===== src/shared/pwr_pkg.sv =====
// Constants and types for the dual core power sequencer.
// Assumes a single 50 MHz core clock domain.
package pwr_pkg;
	localparam int          NUM_CORES        = 2;
	localparam int          CLK_PERIOD_NS    = 20;
	// Longest recovery allowed, in crystal cycles
	localparam int          RECOVERY_MAX_XTAL = 100;
	// Generator restart settle time, kept well inside the recovery bound
	localparam int          SETTLE_CYCLES    = 64;
	localparam int          SETTLE_W         = 7;
	// Entry delay after idle: one cycle
	localparam int          ENTRY_CYCLES_MIN = 1;
	localparam logic [15:0] PD_VECTOR        = 16'h0004;
	// Resume context choices
	localparam logic        CTX_RESUME       = 1'b0;
	localparam logic        CTX_CLEAR        = 1'b1;

	typedef enum logic [1:0] {
		CORE_RUN,
		CORE_IDLE_MEMCLK,
		CORE_IDLE_NOCLK,
		CORE_DOWN
	} core_state_e;
endpackage


===== src/core/dual_core_power_control.sv =====
// Top of the two-core power sequencer; the request strobes come from
// the host register path on this clock, core status from the cores.
`timescale 1ns/10ps
module dual_core_power_control #(
	parameter int NUM_CORES = pwr_pkg::NUM_CORES
) (
	input  wire logic                 clock,
	input  wire logic                 nrst,
	input  wire logic [NUM_CORES-1:0] pu_wr,
	input  wire logic [NUM_CORES-1:0] pu_wdata,
	input  wire logic [NUM_CORES-1:0] pd_wr,
	input  wire logic [NUM_CORES-1:0] pd_wdata,
	input  wire logic [NUM_CORES-1:0] core_idle_exec,
	input  wire logic [NUM_CORES-1:0] core_rti_exec,
	input  wire logic [NUM_CORES-1:0] ctx_select,
	input  wire logic                 mem_clk_stop_cfg,
	input  wire logic                 crystal_in_use,
	input  wire logic                 xtal_keep_running,
	input  wire logic                 host_mem_req,
	output logic      [NUM_CORES-1:0] power_up_request,
	output logic      [NUM_CORES-1:0] power_down_request,
	output logic      [NUM_CORES-1:0] pd_irq,
	output logic      [15:0]          pd_vector,
	output logic      [NUM_CORES-1:0] idle_fallthrough,
	output logic      [NUM_CORES-1:0] core_clk_en,
	output logic      [NUM_CORES-1:0] mem_clk_en,
	output logic      [NUM_CORES-1:0] resume_clear_ctx,
	output logic                      gen_enable,
	output logic                      gen_stable,
	output logic                      osc_enable,
	output logic                      host_mem_grant,
	output logic                      host_mem_refused
);
	// =========================================================
	// State
	typedef struct packed {
		logic [NUM_CORES-1:0]          pu;
		logic [NUM_CORES-1:0]          pd;
		logic [NUM_CORES-1:0]          irq;
		logic [NUM_CORES-1:0]          fall;
		logic [NUM_CORES-1:0]          cclk;
		logic [NUM_CORES-1:0]          mclk;
		logic [NUM_CORES-1:0]          ctx;
		logic [NUM_CORES-1:0]          was_down;
		logic                          gen_en;
		logic                          stable;
		logic [pwr_pkg::SETTLE_W-1:0]  settle;
		logic                          osc;
		logic                          grant;
		logic                          refuse;
	} top_s;

	top_s s_q;
	top_s s_d;

	logic [NUM_CORES-1:0] in_handler;
	logic [NUM_CORES-1:0] down;
	logic [NUM_CORES-1:0] take_irq;
	logic [NUM_CORES-1:0] fall;
	pwr_pkg::core_state_e cstate [NUM_CORES];

	// =========================================================
	// Per-core controllers
	genvar g;
	generate
		for (g = 0; g < NUM_CORES; g++) begin : g_core
			core_power_ctrl u_core (
				.clock              (clock),
				.nrst               (nrst),
				.power_up_request   (pu_wr[g] && pu_wdata[g]),
				.power_down_request (pd_wr[g] && pd_wdata[g]),
				.core_idle_exec     (core_idle_exec[g]),
				.core_rti_exec      (core_rti_exec[g]),
				.clk_stable         (s_q.stable),
				.mem_clk_stop_cfg   (mem_clk_stop_cfg),
				.in_handler         (in_handler[g]),
				.powered_down       (down[g]),
				.take_irq           (take_irq[g]),
				.idle_fallthrough   (fall[g]),
				.state              (cstate[g])
			);
		end
	endgenerate

	// =========================================================
	// Generator, clock gating and host access
	always_comb begin
		logic                 all_down;
		logic [NUM_CORES-1:0] core_asleep;
		logic                 waking;
		all_down    = 1'b1;
		core_asleep = '0;
		waking      = 1'b0;
		s_d         = s_q;
		for (int i = 0; i < NUM_CORES; i++) begin
			core_asleep[i] = (cstate[i] != pwr_pkg::CORE_RUN);
			all_down       = all_down && core_asleep[i];
			// Core clock gated off while asleep, memory clock too except in CORE_IDLE_MEMCLK; state is simply held
			s_d.cclk[i] = !core_asleep[i] && s_q.stable;
			s_d.mclk[i] = (cstate[i] == pwr_pkg::CORE_RUN)
				|| (cstate[i] == pwr_pkg::CORE_IDLE_MEMCLK);
			s_d.was_down[i] = core_asleep[i];
			// Latch context choice at the wake edge
			if (s_q.was_down[i] && !core_asleep[i]) begin
				s_d.ctx[i] = ctx_select[i];
			end
			waking = waking || (s_q.was_down[i] && !core_asleep[i]);
		end
		s_d.pu   = in_handler;
		s_d.pd   = down;
		s_d.irq  = take_irq;
		s_d.fall = fall;
		// Shared generator follows both cores
		s_d.gen_en = !all_down;
		if (!s_q.gen_en) begin
			s_d.stable = 1'b0;
			s_d.settle = '0;
		end else if (!s_q.stable) begin
			// Short settle keeps wake inside the recovery bound
			if (s_q.settle == pwr_pkg::SETTLE_W'(pwr_pkg::SETTLE_CYCLES - 1)) begin
				s_d.stable = 1'b1;
			end else begin
				s_d.settle = s_q.settle + 1'b1;
			end
		end
		// Crystal stops only when allowed and chosen
		s_d.osc = !(all_down && crystal_in_use && !xtal_keep_running);
		// Block host while generator off or unsettled
		s_d.grant  = host_mem_req && s_q.gen_en && s_q.stable && !waking;
		s_d.refuse = host_mem_req && !(s_q.gen_en && s_q.stable && !waking);
	end

	// Register the whole state
	always_ff @(posedge clock or negedge nrst) begin
		if (!nrst) begin
			s_q        <= '0;
			s_q.gen_en <= 1'b1;
			s_q.osc    <= 1'b1;
		end else begin
			s_q <= s_d;
		end
	end

	// Controls visible per core and shared
	assign power_up_request   = s_q.pu;
	assign power_down_request = s_q.pd;
	assign pd_irq             = s_q.irq;
	assign pd_vector          = pwr_pkg::PD_VECTOR;
	assign idle_fallthrough   = s_q.fall;
	assign core_clk_en        = s_q.cclk;
	assign mem_clk_en         = s_q.mclk;
	assign resume_clear_ctx   = s_q.ctx;
	assign gen_enable         = s_q.gen_en;
	assign gen_stable         = s_q.stable;
	assign osc_enable         = s_q.osc;
	assign host_mem_grant     = s_q.grant;
	assign host_mem_refused   = s_q.refuse;
endmodule // dual_core_power_control


===== src/core/core_power_ctrl.sv =====
// One core's power-up/power-down control state.
// Assumes request pulses and status from the core on the same clock.
`timescale 1ns/10ps
module core_power_ctrl (
	input  wire logic        clock,
	input  wire logic        nrst,
	input  wire logic        power_up_request,
	input  wire logic        power_down_request,
	input  wire logic        core_idle_exec,
	input  wire logic        core_rti_exec,
	input  wire logic        clk_stable,
	input  wire logic        mem_clk_stop_cfg,
	output logic             in_handler,
	output logic             powered_down,
	output logic             take_irq,
	output logic             idle_fallthrough,
	output pwr_pkg::core_state_e state
);
	typedef struct packed {
		pwr_pkg::core_state_e st;
		logic                 handler;
		logic                 abort_pd;
		logic                 reenter;
		logic                 entering;
		logic                 irq;
		logic                 fall;
	} cstate_s;

	cstate_s s_q;
	cstate_s s_d;

	// =========================================================
	// Next state
	always_comb begin
		s_d      = s_q;
		s_d.irq  = 1'b0;
		s_d.fall = 1'b0;
		// Writing 0 reaches here as no pulse, so nothing changes
		if (power_down_request && !s_q.handler) begin
			s_d.handler  = 1'b1;
			s_d.irq      = 1'b1;
			s_d.abort_pd = 1'b0;
		end
		if (power_down_request && s_q.st != pwr_pkg::CORE_RUN) begin
			s_d.reenter = 1'b1;
		end
		if (s_q.handler && core_idle_exec && s_q.st == pwr_pkg::CORE_RUN) begin
			if (s_q.abort_pd) begin
				s_d.fall     = 1'b1;
				s_d.abort_pd = 1'b0;
			end else begin
				s_d.entering = 1'b1;
			end
		end
		if (s_q.entering) begin
			s_d.entering = 1'b0;
			// Memory clocks optionally left running
			s_d.st = mem_clk_stop_cfg ? pwr_pkg::CORE_DOWN : pwr_pkg::CORE_IDLE_MEMCLK;
		end
		if (power_up_request && s_q.handler) begin
			if (s_q.st != pwr_pkg::CORE_RUN || s_q.entering) begin
				s_d.st       = pwr_pkg::CORE_RUN;
				s_d.entering = 1'b0;
			end else begin
				s_d.abort_pd = 1'b1;
			end
		end
		if (s_q.handler && core_rti_exec && s_q.st == pwr_pkg::CORE_RUN) begin
			s_d.handler = s_q.reenter;
			s_d.irq     = s_q.reenter;
			s_d.reenter = 1'b0;
		end
	end

	// State register
	always_ff @(posedge clock or negedge nrst) begin
		if (!nrst) begin
			s_q <= '{pwr_pkg::CORE_RUN, 1'b0, 1'b0, 1'b0, 1'b0, 1'b0, 1'b0};
		end else begin
			s_q <= s_d;
		end
	end

	assign in_handler       = s_q.handler;
	assign powered_down     = (s_q.st != pwr_pkg::CORE_RUN) || !clk_stable;
	assign take_irq         = s_q.irq;
	assign idle_fallthrough = s_q.fall;
	assign state            = s_q.st;
endmodule // core_power_ctrl


===== config.mk =====
export PLATFORM = sky130hd
export DESIGN_NAME = dual_core_power_control
export DESIGN_NICKNAME = d
export VERILOG_FILES = /design/src/shared/pwr_pkg.sv /design/src/core/dual_core_power_control.sv /design/src/core/core_power_ctrl.sv
export SDC_FILE = /design/constraint.sdc
export NUM_CORES = 1
export LEC_CHECK = 0
export BUFFER_PORTS_ARGS = -buffer_cell sky130_fd_sc_hd__buf_2
export CAP_MARGIN = 10
export CELL_PAD_IN_SITES_DETAIL_PLACEMENT = 1
export CELL_PAD_IN_SITES_GLOBAL_PLACEMENT = 1
export CORE_MARGIN = 2
export CORE_UTILIZATION = 40
export CTS_BUF_LIST = sky130_fd_sc_hd__clkbuf_16
export CTS_CLUSTER_DIAMETER = 30
export DETAILED_ROUTE_END_ITERATION = 8
export PLACE_DENSITY = 0.89
export REMOVE_ABC_BUFFERS = 1
export SYNTH_ARGS = -nofsm -noshare
export SYNTH_HDL_FRONTEND = slang
export SYNTH_HIERARCHICAL = 1
export SYNTH_SLANG_ARGS = --single-unit

===== constraint.sdc =====
create_clock -name clock -period 1.5 [get_ports clock]
set_input_delay 0.15 -clock clock [delete_from_list [all_inputs] [get_ports clock]]
set_output_delay 0.15 -clock clock [all_outputs]
set_load 0.02 [all_outputs]

==> results of run 1 <==
state kept, by name, indices dropped and copies added (netlist names):
signal / count
power_up_request: 2
gen_stable: 1
power_down_request: 2
idle_fallthrough: 2
resume_clear_ctx: 2
s_q: 9
g_core.u_core/s_q: 6
gen_enable: 1
g_core.u_core/in_handler: 2
g_core.u_core/idle_fallthrough: 2
core_clk_en: 2
g_core.u_core/take_irq: 2
mem_clk_en: 2
g_core.u_core/state: 4
host_mem_refused: 1
host_mem_grant: 1
pd_irq: 2
osc_enable: 1
report_power, final:
part           leakage (nW)  switching (mW)  internal (mW)  total, mW
Clock                0.0738           0.414          0.598       1.01
Combinational         0.525           0.682          0.519       1.20
Sequential            0.541           0.396           1.57       1.97
Total                  1.14            1.49           2.69       4.18
critical path, delay by kind of cell (launching register included):
kind / cells / cell delay (ps)
AND/OR/NAND/NOR: 1 / 200
adder cells (fa/ha/maj): 1 / 240
flip-flops: 1 / 430
AO/OA/AOI/OAI: 2 / 410
layout make-up:
| class | instances | area (um^2) |
|---|---|---|
| Timing Repair Buffer | 42 | 235 |
| Clock inverter | 3 | 11.3 |
| Tap cell | 67 | 83.8 |
| Inverter | 9 | 33.8 |
| Clock buffer | 5 | 125 |
| Multi-Input combinational cell | 99 | 692 |
| Fill cell | 522 | 2500 |
| Sequential cell | 44 | 1100 |
repair_timing:
action | CTS | global route
buffers inserted | 0 | 1
gates resized for setup | 0 | 3
endpoints found under the hold margin | 19 | 0
endpoints found under the setup margin | 0 | 1
hold buffers | 1 | 0
per-layer routing:
| metal | wire length [um] | global-route usage (%) |
|---|---|---|
| met3 | 204 | 5.49 |
| met5 | 0 | 0 |
| met4 | 50 | 6.94 |
| met2 | 2060 | 26.9 |
| met1 | 1580 | 17.5 |
kinds of logic (layout without fill, tap and decap cells):
| family | Yosys count | after routing | share of synthesized area (%) |
|---|---|---|---|
| simple gates | 50 | 50 | 16.4 |
| flops | 44 | 44 | 54.9 |
| compound gates | 26 | 26 | 10.1 |
| fa+ha+maj | 1 | 1 | 0.622 |
| other cells | 2 | 16 | 0.373 |
| buf+inv | 44 | 59 | 14.6 |
| mux | 6 | 6 | 3.11 |
path summary, 6_finish.rpt:
| kind | start | endpoint | slack [ps] | cells past startpoint |
|---|---|---|---|---|
| max in group asynchronous | nrst | pd_irq[1] | 620 | 3 |
| hold reg to reg | g_core[1].u_core/take_irq | pd_irq[1] | 350 | 0 |
| min in group asynchronous | nrst | resume_clear_ctx[0] | 390 | 2 |
| hold / removal | xtal_keep_running | osc_enable | 60 | 2 |
| setup / recovery | s_q[4] | s_q[8] | 100 | 4 |
| setup reg to reg | s_q[4] | s_q[8] | 100 | 4 |
cells in the final DEF (no fill, tap or decap), drive strengths merged, types with 3 or more instances in the layout:
| master | instances |
|---|---|
| a32o | 4 |
| and2 | 9 |
| o22ai | 3 |
| dfrtp | 42 |
| conb | 16 |
| nor2 | 9 |
| inv | 11 |
| and3 | 3 |
| a31oi | 5 |
| buf | 41 |
| clkbuf | 5 |
| nor2b | 4 |
| nand2 | 9 |
| a21oi | 4 |
| mux2i | 4 |
| o21ai | 5 |
metrics by stage:
step           utilization, %  worst slack, ps  area (um^2)
2_1_floorplan               -              192         1800
3_3_place_gp             44.0              188         2110
3_5_place_dp             44.0              111         2110
4_1_cts                  47.1             83.4         2250
5_1_grt                  47.7             17.1         2280
6_report                 47.7             95.1         2280
==> results_dict.tcl, run 1 <==
set metrics [dict create \
    outcome "finished clean" \
    startpoint_type "register" \
    gp_congestion 0.832 \
    wl_um 3890 \
    grt_overflow 0 \
    min_period_ps 1400 \
    irDropWorstVdd_mv 0.737 \
    clkTransAtPathRegs_ps 60 \
    synthFlopType "dfrtp_1" \
    synth_warnings 6 \
    clock_path_buffers 2 \
    clock-sinks 44 \
    critPathMaxStageDelay_ps 430 \
    dp_hpwl_um 2780 \
    synthCells 173 \
    endpoint_kind "register" \
    synth_top_cells_by_count "42 x dfrtp_1, 34 x buf_4, 9 x and2_1, 9 x nand2_1, 8 x inv_1" \
    ys_types 40 \
    pwr_density_cell_nw_per_um2 1830 \
    vias 1299 \
    relSlewSlack_pct 64.8 \
    arrival_ps 1560 \
    antenna_found_initial 0 \
    synth.area.top_cells "dfrtp_1 52%, buf_4 13%, and2_1 2.8%" \
    die_x_um 74.9 \
    num_rows 25 \
    n_antenna_cell 0 \
    dpl.cell_count 259 \
    synth.most_common_cell "dfrtp_1" \
    grt_pass1_wl_um 6370 \
    hold_viol 0 \
    cp_max_fo 4 \
    setup_viol 0 \
    worstPathCellList "ha_1 -> and2b_4 -> o311ai_4 -> o41ai_2" \
    holdWs_ps 63.1 \
    skew_ps 2.75 \
    grt_start_max_net_pins 24 \
    tns_ps 0 \
    die_y_um 74.9 \
    cp_slowest_cell "dfrtp_1" \
    nets 222 \
    io_buffers 38 \
    avgSynthCellArea_um2 11.6 \
    numCtsBuffers 5 \
    fin_cells 269 \
    grt_pass1_vias 1337 \
    max_freq_mhz 712 \
    wire_per_inst_um 14.5 \
    post-synth-top-area-cell "dfrtp_1" \
    area_delta_synth_final_pct 13.6 \
    path_class "reg2reg" \
    synth_edf_count 0 \
    ys_seq_elements 44 \
    power_leakage_nw 1.14 \
    p_total_mw 4.18 \
    initial_core_util_pct 42.0 \
    fp.dieArea_um2 5610 \
    slew_viol_final 0 \
    worst_pin_slew_ps 528 \
    root_buffer "clkbuf_16" \
    critPathRequiredTime_ps 1650 \
    yosys.area.top_type_share_pct 52.2 \
    insertion_delay_ps 280 \
    drc_errors 0 \
    ys_seq_area_share_pct 54.9 \
    pin_count 55 \
    drt-initial-drc-count 60 \
    synth.cell_area_um2 2010 \
    postRouteAntennaNets 0 \
    drive_above_1_share_pct 31.2 \
    fin_crit_sh_pct 93.7 \
    core_area_um2 4790 \
    routed_via_density 4.83 \
    cts-htree-levels 2 \
    track_usage_pct 15.7 \
    cap_violations 0 \
    cts_tree "yes" \
    grt_setup_unrepaired "false" \
    async_flop_share_pct 100 \
    hold_path.class "in2reg" \
    drt_first_pass_iters 4 \
]
(Power assumes the default switching activity.)
==> inputs of run 2 (changes only) <==
--- a/config.mk
+++ b/config.mk
@@ -6,9 +6,9 @@
 export NUM_CORES = 1
 export LEC_CHECK = 0
 export BUFFER_PORTS_ARGS = -buffer_cell sky130_fd_sc_hd__buf_2
-export CAP_MARGIN = 10
 export CELL_PAD_IN_SITES_DETAIL_PLACEMENT = 1
 export CELL_PAD_IN_SITES_GLOBAL_PLACEMENT = 1
+export CORE_ASPECT_RATIO = 0.75
 export CORE_MARGIN = 2
 export CORE_UTILIZATION = 40
 export CTS_BUF_LIST = sky130_fd_sc_hd__clkbuf_16
==> results_dict.tcl, run 2 (synthesis gave the netlist of run 1 again) <==
set metrics [dict create \
    wire_per_inst_um 15.0 \
    wl_um 3910 \
    grt_overflow 0 \
    busiest_layer "met2" \
    routed_via_density 4.84 \
    post-cts-setup-buffers 0 \
    critPathRequiredTime_ps 1650 \
    clock_path_buffers 2 \
    drt-initial-drc-count 67 \
    core_area_um2 4870 \
    dp_hpwl_um 2870 \
    die_y_um 65.4 \
    cap_violations 0 \
    placed_cell_area_um2 2100 \
    path_class "reg2reg" \
    drt_first_pass_iters 6 \
    cts-resized-gates 0 \
    setup_viol 0 \
    initial_core_util_pct 41.3 \
    postLayoutCellArea_um2 2270 \
    grt_pass1_wl_um 6590 \
    arrival_ps 1560 \
    slew_viol_final 0 \
    numCtsBuffers 5 \
    clkTransAtPathRegs_ps 60 \
    vias 1263 \
    track_usage_pct 15.7 \
    met1_usage_pct 17.5 \
    grt_pass1_vias 1343 \
    fin_crit_sh_pct 94.0 \
    pwr_density_cell_nw_per_um2 1910 \
    die_x_um 85.9 \
    fp.dieArea_um2 5620 \
    n_antenna_cell 0 \
    insertion_delay_ps 280 \
    area_delta_synth_final_pct 13.1 \
    n_fill_cell 530 \
    min_period_ps 1410 \
    layout_commonest_cell "dfrtp_1" \
    pin_count 55 \
    root_buffer "clkbuf_16" \
    outcome "finished with violations" \
    power_leakage_nw 1.13 \
    gp_congestion 0.782 \
    grt_start_max_net_pins 45 \
    antenna_found_initial 0 \
    nets 221 \
    clock-sinks 44 \
    skew_ps 4.42 \
    worstPathCellList "ha_1 -> and2b_4 -> o311ai_1 -> o41ai_1" \
    irDropWorstVdd_mv 0.514 \
    largest_reg_flops 9 \
    violations "design-rule violations" \
    max_freq_mhz 709 \
    startpoint_type "register" \
    num_rows 22 \
    cp_max_fo 4 \
    cts_tree "yes" \
    final_cell_mix "42 x dfrtp_1, 38 x buf_2, 16 x conb_1, 9 x and2_1, 9 x nand2_1" \
    endpoint_kind "register" \
    drive_above_1_share_pct 30.8 \
    grt_setup_unrepaired "false" \
    cp_slowest_cell "dfrtp_1" \
    cts-htree-levels 2 \
    hold_viol 0 \
    postRouteAntennaNets 0 \
    tns_ps 0 \
    io_buffers 38 \
    hold_path.class "in2reg" \
    top_register "s_q" \
    use_met2_pct 28.7 \
    cts-hold-fix-buffers 1 \
    drc_errors 3 \
    critPathMaxStageDelay_ps 440 \
    met3_usage_pct 3.52 \
]
==> run 2: final cells by class <==
cell class / instances / area [um^2] / share of cell area (%)
clock buffer: 5 / 125 / 5.50
multi-input combinational: 99 / 667 / 29.3
inverter: 9 / 33.8 / 1.49
tap: 60 / 75.1 / 3.30
timing repair buffer: 41 / 228 / 10.0
sequential: 44 / 1100 / 48.5
clock inverter: 3 / 42.5 / 1.87
==> run 2: layer usage <==
metal	vias to the layer above	wire (um)	part of all wire, %
met5	-	0	0
met4	0	76	1.9
met3	7	189	4.8
met2	32	2010	51
met1	632	1630	42
li1	592	-	-
==> run 2: final timing paths <==
kind,start,to,slack [ps],cells after the start
max in group asynchronous,nrst,gen_enable,850,3
min in group asynchronous,nrst,core_clk_en[1],390,3
worst max-delay path,s_q[4],s_q[8],90,4
worst min-delay path,xtal_keep_running,osc_enable,70,2
worst max register to register,s_q[4],s_q[8],90,4
worst min register to register,g_core[1].u_core/idle_fallthrough,idle_fallthrough[1],350,0
==> run 2: worst max-delay path: cells and delay by family, from the launching register on <==
kind                       cells  cell delay, ps
DFF                            1             440
AOI/OAI and AO/OA              2             400
adders and majority gates      1             240
and+or+nand+nor                1             200
==> run 2: metrics by stage <==
stage          total power [mW]  worst slack (ps)  util (%)  cells  hold WS [ps]
2_1_floorplan              2.69               192         -    152          -146
3_3_place_gp               3.05               192      43.0    252           142
3_5_place_dp               3.16               101      43.0    252           143
4_1_cts                    4.41              92.4      46.7    261          75.5
5_1_grt                    4.65              41.4      46.7    261          95.9
6_report                   4.35              89.3      46.7    261          74.4
==> run 2: where the power goes <==
group | total, mW | internal (mW) | switching (mW)
Clock | 1.22 | 0.782 | 0.438
Sequential | 1.97 | 1.57 | 0.397
Combinational | 1.17 | 0.501 | 0.666
Total | 4.35 | 2.85 | 1.50
==> inputs of run 3 (changes only) <==
--- a/config.mk
+++ b/config.mk
@@ -15,6 +15,7 @@
 export CTS_CLUSTER_DIAMETER = 30
 export DETAILED_ROUTE_END_ITERATION = 8
 export PLACE_DENSITY = 0.89
+export RECOVER_POWER = 50
 export REMOVE_ABC_BUFFERS = 1
 export SYNTH_ARGS = -nofsm -noshare
 export SYNTH_HDL_FRONTEND = slang
==> results_dict.tcl, run 3 (synthesis gave the netlist of run 1 again) <==
set metrics [dict create \
    clockPowerShare_pct 28.1 \
    wl_um 3910 \
    slew_viol_final 0 \
    r2r_end "s_q[8]" \
    n_antenna_cell 0 \
    largest_reg_flops 9 \
    reg2reg_depth 4 \
    p_comb_share_pct 26.7 \
    nets 221 \
    drive_above_1_share_pct 30.8 \
    numCtsBuffers 5 \
    ff_latch_area_um2 1100 \
    die_x_um 85.9 \
    hold_path.class "in2reg" \
    arrival_ps 1560 \
    multi_input_area_um2 667 \
    cts_tree "yes" \
    p_sw_mw 1.50 \
    switching_share_pct 34.5 \
    critPathMaxStageDelay_ps 440 \
    gp_congestion 0.782 \
    dp_hpwl_um 2870 \
    initial_core_util_pct 41.3 \
    grt_overflow 0 \
    post-place-ws_ps 101 \
    cap_violations 0 \
    pin_count 55 \
    fin_crit_sh_pct 94.0 \
    p_int_mw 2.85 \
    irDropWorstVdd_mv 0.514 \
    n_fill_cell 532 \
    min_delay_path_depth 2 \
    antenna_found_initial 0 \
    area_delta_synth_final_pct 12.3 \
    r2r-start "s_q[4]" \
    setup_viol 0 \
    worst_pin_slew_ps 961 \
    min_from "xtal_keep_running" \
    fp.dieArea_um2 5620 \
    endpoint_kind "register" \
    clkTransAtPathRegs_ps 60 \
    outcome "finished with violations" \
    grt_setup_unrepaired "false" \
    vias 1263 \
    reg2reg_setup_slack_ps 90 \
    die_y_um 65.4 \
    violations "design-rule violations" \
    tns_ps 0 \
    final_cell_mix "42 x dfrtp_1, 39 x buf_2, 16 x conb_1, 9 x and2_1, 9 x nand2_1" \
    skew_ps 4.42 \
    path_class "reg2reg" \
    track_usage_pct 15.7 \
    clock_path_buffers 2 \
    io_buffers 38 \
    cp_max_fo 4 \
    insertion_delay_ps 280 \
    grt_pass1_vias 1343 \
    routed_via_density 4.84 \
    post-cts-setup-buffers 0 \
    max_freq_mhz 709 \
    cts-htree-levels 2 \
    top_register "s_q" \
    cts-resized-gates 0 \
    drc_errors 3 \
    core_area_um2 4870 \
    pwr_density_cell_nw_per_um2 1920 \
    holdPathEnd "osc_enable" \
    startpoint_type "register" \
    setup_ws_ps 89.3 \
    postRouteAntennaNets 0 \
    cts-hold-fix-buffers 1 \
    crit_start "s_q[4]" \
    cp_slowest_cell "dfrtp_1" \
    drt_first_pass_iters 6 \
    clock-sinks 44 \
    min_period_ps 1410 \
    critPathRequiredTime_ps 1650 \
    drt-initial-drc-count 67 \
    relSlewSlack_pct 36.0 \
    grt_pass1_wl_um 6590 \
    p_total_mw 4.35 \
    root_buffer "clkbuf_16" \
    power_leakage_nw 1.13 \
    worstPathCellList "ha_1 -> and2b_4 -> o311ai_1 -> o41ai_1" \
    num_rows 22 \
    hold_viol 0 \
    sequentialPowerShare_pct 45.2 \
    layout_commonest_cell "dfrtp_1" \
    grt_start_max_net_pins 45 \
    wire_per_inst_um 15.0 \
]
## run 3: cell types whose count changed in the layout (fill, tap and decap cells not counted)
cell / change
buf_12: -1
buf_2: +1
## run 3: power by group through the flow
stage / logic (mW) / registers (mW) / clock network (mW)
2_1_floorplan: 0.652 / 2.04 / 0
3_3_place_gp: 1.10 / 1.95 / 0
3_5_place_dp: 1.17 / 1.99 / 0
4_1_cts: 1.19 / 1.97 / 1.26
5_1_grt: 1.30 / 2.05 / 1.30
6_report: 1.16 / 1.97 / 1.22
## run 3: worst max-delay path by stage
stage,to,slack (ps),depth (start not counted)
floorplan,s_q[8],190,4
global placement,s_q[8],190,4
detailed placement,s_q[8],100,4
CTS,s_q[8],90,4
global route,s_q[8],40,4
finish,s_q[8],90,4
## run 3: worst max-delay path: cells and delay by family (launching register included)
family	cells	cell delay [ps]
and+or+nand+nor	1	200
adders and majority gates	1	240
DFF	1	440
AOI/OAI and AO/OA	2	400
## run 3: area by class of cell
class | count | area share (%)
clock buffers | 5 | 5.54
clock inverters | 3 | 1.88
inverters | 9 | 1.50
multi-input cells | 99 | 29.5
flip-flops and latches | 44 | 48.8
well taps | 60 | 3.32
repair buffers | 41 | 9.41
## run 3: per-layer routing
metal / up-vias / global-route usage (%) / wire [um]
li1: 592 / - / -
met1: 632 / 17.5 / 1630
met2: 32 / 28.7 / 2010
met3: 7 / 3.52 / 189
met4: 0 / 7.14 / 76
met5: - / 0 / 0
## run 3: per-stage QoR
| step | instance area (um^2) | util [%] | hold slack (ps) | std cells |
|---|---|---|---|---|
| final | 2260 | 46.4 | 74.4 | 261 |
| after global routing | 2260 | 46.4 | 95.9 | 261 |
| after CTS | 2270 | 46.7 | 75.5 | 261 |
| after floorplan | 1800 | - | -146 | 152 |
| after detailed placement | 2100 | 43.0 | 143 | 252 |
| after global placement | 2100 | 43.0 | 142 | 252 |
